--- src/hdl/gauge_regs_consts.vh ---
// Purpose: constants of the gauge command and indicator register bank
// Assumes: 16-bit register addresses, 8-bit data
// Notes:   timing counts derived from a 50 MHz clock
`ifndef GAUGE_REGS_CONSTS_VH
`define GAUGE_REGS_CONSTS_VH
`define ADDR_INDICATOR_CONTROL   16'h4000
`define ADDR_INDICATOR_DEGLITCH  16'h4001
`define ADDR_INDICATOR_ON_TIME   16'h4002
`define ADDR_LINK_CONFIG         16'h4100
`define ADDR_VARIANT_BASE        16'h6100
`define ADDR_VARIANT_LAST        16'h6104
`define ADDR_LOG_CLEAR           16'h7ff8
`define ADDR_DEFAULTS_RESTORE    16'h7ff9
`define ADDR_SETUP_EXIT          16'h7ffa
`define ADDR_SETUP_ENTER         16'h7ffb
`define ADDR_SETTINGS_LOCK       16'h7ffc
`define ADDR_SETTINGS_UNLOCK     16'h7ffd
`define ADDR_ESTIMATE_TRIGGER    16'h7ffe
`define ADDR_GAUGE_RESET         16'h7fff
`define CMD_EXECUTE              8'h01
`define BIT_MANUAL_SELECT        0
`define BIT_SHOW_CHARGING        1
`define BIT_SHOW_BUTTON          2
`define BIT_FORCE_LSB            3
`define BIT_CRC_ENABLE           7
`define RST_INDICATOR_CONTROL    8'h06
`define RST_DEGLITCH             7'h28
`define RST_ON_TIME              4'h4
`define RST_LINK_CONFIG          8'h88
`define CLK_HZ                   50000000
`define DEGLITCH_STEP_MS         100
`define ON_TIME_STEP_MS          1000
`define DEGLITCH_STEP_CYCLES     ((`CLK_HZ / 1000) * `DEGLITCH_STEP_MS)
`define ON_TIME_STEP_CYCLES      ((`CLK_HZ / 1000) * `ON_TIME_STEP_MS)
`endif

--- src/hdl/gauge_command_regs.v ---
// Purpose: indicator, link and command register bank of the pack gauge
// Assumes: a link engine delivers decoded byte writes/reads with CRC status
// Notes:   command effects leave as one-cycle pulses to the gauge core, except the o_settings_editable and o_setup_mode levels
`timescale 1ns/1ps
`include "gauge_regs_consts.vh"

module gauge_command_regs #(
    parameter [39:0] VARIANT_TEXT        = 40'h5641523031, // arbitrary neutral text
    parameter        DEGLITCH_STEP_CYCLES = `DEGLITCH_STEP_CYCLES,
    parameter        ON_TIME_STEP_CYCLES  = `ON_TIME_STEP_CYCLES
) (
    input  wire        i_mclk,
    input  wire        i_sys_rst,
    input  wire        i_wr,
    input  wire        i_rd,
    input  wire [15:0] i_addr,
    input  wire [7:0]  i_wdata,
    input  wire        i_crc_present,
    input  wire        i_crc_ok,
    input  wire        i_charging,
    input  wire        i_button,
    input  wire [4:0]  i_soc_level,
    output reg  [7:0]  o_rdata,
    output reg         o_rvalid,
    output reg         o_wr_refused,
    output reg  [6:0]  o_slave_addr,
    output reg         o_append_crc,
    output reg  [4:0]  o_indicator,
    output reg         o_gauge_reset,
    output reg         o_estimate_start,
    output reg         o_settings_editable,
    output reg         o_setup_mode,
    output reg         o_store_config,
    output reg         o_store_settings,
    output reg         o_defaults_restore,
    output reg         o_log_clear
);
    reg  [7:0] indicator_control;
    reg  [6:0] transition_deglitch_time;
    reg  [3:0] button_display_duration;
    reg  [7:0] link_config;
    reg        charging_s1;
    reg        charging_s2;
    reg        button_s1;
    reg        button_s2;
    reg        button_d;
    reg        charging_shown;
    reg        charging_d;
    reg        next_exit_pending;
    wire       crc_on;
    wire       wr_ok;
    wire       cmd_hit;
    wire       button_press;
    wire       deglitch_busy;
    wire       button_busy;
    wire       manual_indicator_select;
    wire       show_charge_while_charging;
    wire       show_charge_on_button;
    wire [4:0] indicator_force_on;
    reg  [4:0] next_indicator;
    reg  [7:0] next_rdata;
    reg  [2:0] variant_idx;

    assign crc_on                     = link_config[`BIT_CRC_ENABLE];
    assign manual_indicator_select    = indicator_control[`BIT_MANUAL_SELECT];
    assign show_charge_while_charging = indicator_control[`BIT_SHOW_CHARGING];
    assign show_charge_on_button      = indicator_control[`BIT_SHOW_BUTTON];
    assign indicator_force_on         = indicator_control[`BIT_FORCE_LSB+4:`BIT_FORCE_LSB];
    // crc enabled: correct crc required; disabled: absent or correct crc accepted
    assign wr_ok   = i_wr & (crc_on ? (i_crc_present & i_crc_ok)
                                    : (~i_crc_present | i_crc_ok));
    assign cmd_hit = wr_ok & (i_wdata == `CMD_EXECUTE);
    assign button_press = button_s2 & ~button_d;

    // pin inputs pass two flip-flops
    always @(posedge i_mclk) begin
        if (i_sys_rst) begin
            charging_s1 <= 1'b0;
            charging_s2 <= 1'b0;
            button_s1   <= 1'b0;
            button_s2   <= 1'b0;
            button_d    <= 1'b0;
            charging_d  <= 1'b0;
        end else begin
            charging_s1 <= i_charging;
            charging_s2 <= charging_s1;
            button_s1   <= i_button;
            button_s2   <= button_s1;
            button_d    <= button_s2;
            charging_d  <= charging_s2;
        end
    end

    step_timer #(
        .STEP_CYCLES (DEGLITCH_STEP_CYCLES),
        .STEP_W      (7)
    ) u_deglitch (
        .i_mclk    (i_mclk),
        .i_sys_rst (i_sys_rst),
        .i_start   (charging_s2 != charging_d),
        .i_steps   (transition_deglitch_time),
        .o_busy    (deglitch_busy)
    );

    step_timer #(
        .STEP_CYCLES (ON_TIME_STEP_CYCLES),
        .STEP_W      (5)
    ) u_button (
        .i_mclk    (i_mclk),
        .i_sys_rst (i_sys_rst),
        .i_start   (button_press & show_charge_on_button),
        .i_steps   ({1'b0, button_display_duration} + 5'h01),
        .o_busy    (button_busy)
    );

    // charging state seen by the indicators only after the deglitch expires
    always @(posedge i_mclk) begin
        if (i_sys_rst)
            charging_shown <= 1'b0;
        else if (!deglitch_busy && (charging_s2 == charging_d))
            charging_shown <= charging_s2;
    end

    always @* begin
        if (manual_indicator_select)
            next_indicator = indicator_force_on;
        else if ((charging_shown && show_charge_while_charging) || button_busy)
            next_indicator = i_soc_level;
        else
            next_indicator = 5'h00;
    end

    // register writes and command pulses
    always @(posedge i_mclk) begin
        if (i_sys_rst) begin
            indicator_control        <= `RST_INDICATOR_CONTROL;
            transition_deglitch_time <= `RST_DEGLITCH;
            button_display_duration  <= `RST_ON_TIME;
            link_config              <= `RST_LINK_CONFIG;
            o_gauge_reset            <= 1'b0;
            o_estimate_start         <= 1'b0;
            o_settings_editable      <= 1'b0;
            o_setup_mode             <= 1'b0;
            o_store_config           <= 1'b0;
            o_store_settings         <= 1'b0;
            o_defaults_restore       <= 1'b0;
            o_log_clear              <= 1'b0;
            next_exit_pending        <= 1'b0;
            o_wr_refused             <= 1'b0;
            o_indicator              <= 5'h00;
            o_slave_addr             <= 7'h00;
            o_append_crc             <= 1'b0;
        end else begin
            o_gauge_reset      <= next_exit_pending;
            o_estimate_start   <= 1'b0;
            o_store_config     <= 1'b0;
            o_store_settings   <= 1'b0;
            o_defaults_restore <= 1'b0;
            o_log_clear        <= 1'b0;
            next_exit_pending  <= 1'b0;
            o_wr_refused       <= i_wr & ~wr_ok;
            o_indicator        <= next_indicator;
            o_slave_addr       <= link_config[6:0];
            o_append_crc       <= crc_on;
            if (wr_ok) begin
                case (i_addr)
                    `ADDR_INDICATOR_CONTROL:  indicator_control <= i_wdata;
                    `ADDR_INDICATOR_DEGLITCH: transition_deglitch_time <= i_wdata[6:0];
                    `ADDR_INDICATOR_ON_TIME:  button_display_duration <= i_wdata[3:0];
                    `ADDR_LINK_CONFIG:        link_config <= i_wdata;
                    default: ;
                endcase
            end
            if (cmd_hit) begin
                case (i_addr)
                    `ADDR_GAUGE_RESET:
                        o_gauge_reset <= 1'b1;
                    `ADDR_ESTIMATE_TRIGGER:
                        o_estimate_start <= 1'b1;
                    `ADDR_SETTINGS_UNLOCK:
                        o_settings_editable <= 1'b1;
                    `ADDR_SETTINGS_LOCK:
                        o_settings_editable <= 1'b0;
                    `ADDR_SETUP_ENTER:
                        o_setup_mode <= 1'b1;
                    `ADDR_SETUP_EXIT: begin
                        if (o_setup_mode) begin
                            o_store_config    <= 1'b1;
                            o_setup_mode      <= 1'b0;
                            next_exit_pending <= 1'b1;
                        end else begin
                            o_store_settings <= 1'b1;
                        end
                    end
                    `ADDR_DEFAULTS_RESTORE: begin
                        o_defaults_restore       <= 1'b1;
                        o_gauge_reset            <= 1'b1;
                        indicator_control        <= `RST_INDICATOR_CONTROL;
                        transition_deglitch_time <= `RST_DEGLITCH;
                        button_display_duration  <= `RST_ON_TIME;
                        link_config              <= `RST_LINK_CONFIG;
                    end
                    `ADDR_LOG_CLEAR:
                        o_log_clear <= 1'b1;
                    default: ;
                endcase
            end
        end
    end

    // read path; command registers read zero
    always @* begin
        variant_idx = i_addr[2:0];
        case (i_addr)
            `ADDR_INDICATOR_CONTROL:  next_rdata = indicator_control;
            `ADDR_INDICATOR_DEGLITCH: next_rdata = {1'b0, transition_deglitch_time};
            `ADDR_INDICATOR_ON_TIME:  next_rdata = {4'h0, button_display_duration};
            `ADDR_LINK_CONFIG:        next_rdata = link_config;
            default: begin
                if (i_addr >= `ADDR_VARIANT_BASE && i_addr <= `ADDR_VARIANT_LAST)
                    next_rdata = VARIANT_TEXT[8*variant_idx +: 8];
                else
                    next_rdata = 8'h00;
            end
        endcase
    end

    always @(posedge i_mclk) begin
        if (i_sys_rst) begin
            o_rdata  <= 8'h00;
            o_rvalid <= 1'b0;
        end else begin
            o_rvalid <= i_rd;
            o_rdata  <= i_rd ? next_rdata : 8'h00;
        end
    end
endmodule

--- src/hdl/step_timer.v ---
// Purpose: counts a programmed number of fixed-length time steps
// Assumes: i_start is a one-cycle pulse; restarting reloads the count
// Notes:   o_busy is high for (i_steps * STEP_CYCLES) cycles after start
`timescale 1ns/1ps
module step_timer #(
    parameter STEP_CYCLES = 5000000,
    parameter STEP_W      = 7
) (
    input  wire              i_mclk,
    input  wire              i_sys_rst,
    input  wire              i_start,
    input  wire [STEP_W-1:0] i_steps,
    output reg               o_busy
);
    reg [31:0]       tick;
    reg [STEP_W-1:0] left;

    always @(posedge i_mclk) begin
        if (i_sys_rst) begin
            tick   <= 32'h0;
            left   <= {STEP_W{1'b0}};
            o_busy <= 1'b0;
        end else if (i_start) begin
            tick   <= 32'h0;
            left   <= i_steps;
            o_busy <= (i_steps != {STEP_W{1'b0}});
        end else if (o_busy) begin
            if (tick == STEP_CYCLES - 1) begin
                tick <= 32'h0;
                left <= left - {{(STEP_W-1){1'b0}}, 1'b1};
                if (left == {{(STEP_W-1){1'b0}}, 1'b1})
                    o_busy <= 1'b0;
            end else begin
                tick <= tick + 32'h1;
            end
        end
    end
endmodule

--- config.mk ---
export PLATFORM = sky130hd
export DESIGN_NAME = gauge_command_regs
export DESIGN_NICKNAME = d
export VERILOG_FILES = /design/src/hdl/gauge_command_regs.v /design/src/hdl/step_timer.v
export VERILOG_INCLUDE_DIRS = /design/src /design/src/hdl
export SDC_FILE = /design/constraint.sdc
export NUM_CORES = 1
export LEC_CHECK = 0
export BUFFER_PORTS_ARGS = -buffer_cell sky130_fd_sc_hd__buf_4
export CAP_MARGIN = 20
export CORE_UTILIZATION = 40
export DETAILED_ROUTE_END_ITERATION = 12
export GPL_TIMING_DRIVEN = 0
export HOLD_SLACK_MARGIN = 0.15
export PLACE_DENSITY = 0.68
export SETUP_SLACK_MARGIN = 0.15
export SLEW_MARGIN = 20
export SYNTH_ARGS = -nofsm -noshare
export SYNTH_HDL_FRONTEND = slang
export SYNTH_SLANG_ARGS = --single-unit
export TNS_END_PERCENT = 30
--- constraint.sdc ---
create_clock -name i_mclk -period 2.6 [get_ports i_mclk]
set_input_delay 0.13 -clock i_mclk [delete_from_list [all_inputs] [get_ports i_mclk]]
set_output_delay 0.13 -clock i_mclk [all_outputs]
set_load 0.01 [all_outputs]
==> summary.txt <==
Outcome
  • Status: completed

Logic synthesis
  • Share of the synthesized area in the top cell type: a little over two fifths
  • Seq/Total Area, Yosys: a little over two fifths
  • Yosys reg bits: 143
  • Dominant cell type by area after synthesis: dfxtp_1
  • Post-synth ARST share: 0%
  • Synth warn: 0
  • Post-synthesis cell area: roughly 0.0065 mm^2
  • Mapped Cells: between 700 and 800
  • Unique masters post-synth: between 50 and 60
  • Synth Area per Inst: between 9 and 10 um^2
  • Syn Nets: about 770
  • Synth cell count leaders: dfxtp_1 (143), nor2_1 (122), xnor2_1 (43)
  • Main synth FF type: dfxtp_1
  • Most common cell in the netlist: dfxtp_1
  • EDFF count, synth: 0
  • Area contributors post-synth: dfxtp_1 (44%), nor2_1 (7.0%), xnor2_1 (5.8%)

Drt
  • 1st-iter DRT viols: between 400 and 500
  • Via Count: ~5500
  • # DRC: 0
  • Via density: 5.235
  • WL/cell: between 10 and 15 um
  • DRT Pass-1 Iters: 7
  • Post-Route WL: 15550 um
  • Post-DRT Antenna Nets: 0

STA
  • Max Transition Viols Final: 0
  • Fin crit share: 95.70%
  • Transition time of the tightest slew-check pin: ~0.94 ns
  • Final setup vio count: 0
  • F_max: 401.9 MHz
  • Unrepaired setup endpoints after global routing: yes
  • Setup TNS: 0 ns
  • Slew headroom: between 30 and 40%
  • Final Hold Fails: 0
  • Final min period: 2.488 ns
  • Final Skew: 0.01183 ns

Floorplanning
  • Initial core utilization: 41.01%
  • Die X: about 130 um
  • Site row count: 46
  • Die ar.: 0.01680 mm^2
  • Core area: between 0.015 and 0.02 mm^2
  • Die height: 129.6 um
  • Ports: 68

Global route
  • Initial antenna violation count: 0
  • All-Layer GR Usage: just under 20%
  • GRT overflow: 0
  • Pin count of the biggest net entering global routing: 17
  • Number of global-route vias before repair: slightly above 5000
  • First-pass GRT wire length: between 20000 and 30000 um

Worst setup path
  • R2r setup slk: roughly 0.27 ns
  • Worst setup EP type: register
  • Setup CP Type: in2reg
  • Top cell by count, worst path: buf_4
  • CP arrival: approximately 2.8 ns
  • Critical-path top delay cell: or4_4
  • CP startpoint kind: input pin
  • Crit-path cells: dlygate4sd3_1, buf_4, or4_1, or4_4, nor4b_4, a21o_1, buf_4, nor2_1
  • Largest stage delay, worst path: around 0.58 ns
  • Worst Path Max Fanout: 10
  • Worst reg-to-reg path cell count: 6
  • WP data required: slightly below 3 ns

Place
  • GPL Wtd Cong: roughly 0.86
  • Hpwl dp: between 10000 and 15000 um
  • Port bufs: 66
  • Placed Area: approximately 0.0073 mm^2

Hold path
  • Hold WC Path Type: in2reg
  • Hold Path Depth: 5

Layout
  • Post-route cell area: 0.008114 mm^2
  • Fraction of layout cells with a size suffix above 1: about 15%
  • Area delta synth->final: 24.57%
  • Final net count: just under 900
  • Layout fillers: ~1500
  • # diodes: 0

CTS
  • Clk Latency, worst-skew pair: between 0.4 and 0.5 ns
  • Clk root buf: clkbuf_16
  • CTS tree: yes
  • H-tree levels: 4
  • Clock slew at reported path FFs: about 0.06 ns
  • Num CTS Buffers: 17
  • CTS sink cnt: roughly 140
  • Clock Tree Buf Depth: 2

Power and ir drop
  • Tot Pwr: roughly 5 mW
  • PwrDens: approximately 600 mW/mm^2
  • Leak: around 3 nW
  • Peak supply drop: 0.4658 mV

Flow run
  • Max-Cap Viols: 0
timing repair:
item                       in CTS  in global routing
pin swaps                       0                  2
setup buffers                   0                  2
hold buffers                   21                  0
setup endpoints to repair      30                 62
hold endpoints to repair       38                  0
resized for setup               1                  1
cell type report:
class / count / area, um^2 / share of cell area, %
multi-input combinational: 524 / 3456 / 42.59
tap: 216 / 270.3 / 3.331
buffer: 32 / 142.6 / 1.758
clock buffer: 17 / 425.4 / 5.243
clock inverter: 15 / 153.9 / 1.897
inverter: 22 / 82.58 / 1.018
timing repair buffer: 89 / 720.7 / 8.882
sequential: 143 / 2863 / 35.28
worst paths after layout:
| check | start | end |
|---|---|---|
| max | i_wdata[3] | indicator_control[7] |
| min | i_addr[9] | o_estimate_start |
| max reg2reg | u_deglitch.tick[10] | u_deglitch.left[4] |
| min reg2reg | charging_s1 | charging_s2 |
critical path: cells and delay by family:
| kind | cells | cell delay [ns] |
|---|---|---|
| and+or+nand+nor | 4 | 1.56 |
| buffers and inverters | 3 | 0.91 |
| AOI/OAI and AO/OA | 1 | 0.19 |
cells by family (layout without fill, tap and decap cells):
group | after synthesis | count (layout) | synth area share (%)
flops | 143 | 143 | 43.95
fa+ha+maj | 13 | 13 | 2.497
simple gates | 347 | 347 | 28.89
mux | 32 | 32 | 4.975
buf+inv | 54 | 175 | 3.457
xor+xnor | 69 | 69 | 9.278
compound gates | 63 | 63 | 6.954
stage by stage:
stage	hold slack, ns	utilization, %	worst slack (ns)	cells
after floorplan	0.2582	-	0.4878	721
after global placement	0.3473	45.83	0.1003	1003
after detailed placement	0.3502	45.92	0.1404	1003
after CTS	0.1515	50.93	0.1588	1056
after global routing	0.1963	51.08	0.04754	1058
final	0.1757	51.08	0.1117	1058
layer usage:
layer | global-route usage [%] | wire (um)
met3 | 4.459 | 754
met4 | 6.703 | 269
met5 | 0 | 0
met2 | 29.92 | 7288
met1 | 26.33 | 7241
power by group:
group | switching, mW | internal [mW]
Sequential | 0.0162 | 2.21
Clock | 1.02 | 1.34
Combinational | 0.151 | 0.119
Total | 1.18 | 3.68
cell usage in the layout, fill, tap and decap left out, types with 5 or more instances in the layout:
cell | netlist | final
buf_4 | 3 | 71
nand2b_1 | 5 | 5
nor4_1 | 17 | 16
xnor2_1 | 43 | 43
or3_1 | 10 | 10
a22oi_1 | 6 | 6
xor2_1 | 26 | 26
clkbuf_1 | 19 | 19
nand4_1 | 27 | 27
inv_6 | 0 | 5
clkbuf_16 | 0 | 17
ha_1 | 13 | 13
a22o_1 | 5 | 5
a211oi_1 | 7 | 7
nand2_1 | 40 | 40
and4_1 | 11 | 11
nor2b_1 | 15 | 15
or4_1 | 5 | 5
and3_1 | 13 | 13
mux2i_1 | 29 | 29
nor2_1 | 122 | 122
buf_2 | 9 | 9
nor3_1 | 20 | 20
dlygate4sd3_1 | 0 | 21
dfxtp_1 | 143 | 143
inv_1 | 22 | 22
a311oi_1 | 6 | 6
o21ai_0 | 10 | 10
a21oi_1 | 10 | 10
nand3_1 | 27 | 27
a222oi_1 | 5 | 5
flip-flops by register name (all words and copies together) (netlist names), 7 cells and up:
name and cells:
u_button.tick 32, o_rdata 8, indicator_control 8, transition_deglitch_time 7, o_slave_addr 7, link_config 8, u_deglitch.left 7, u_deglitch.tick 32
Power figures use the tool's default switching activity.
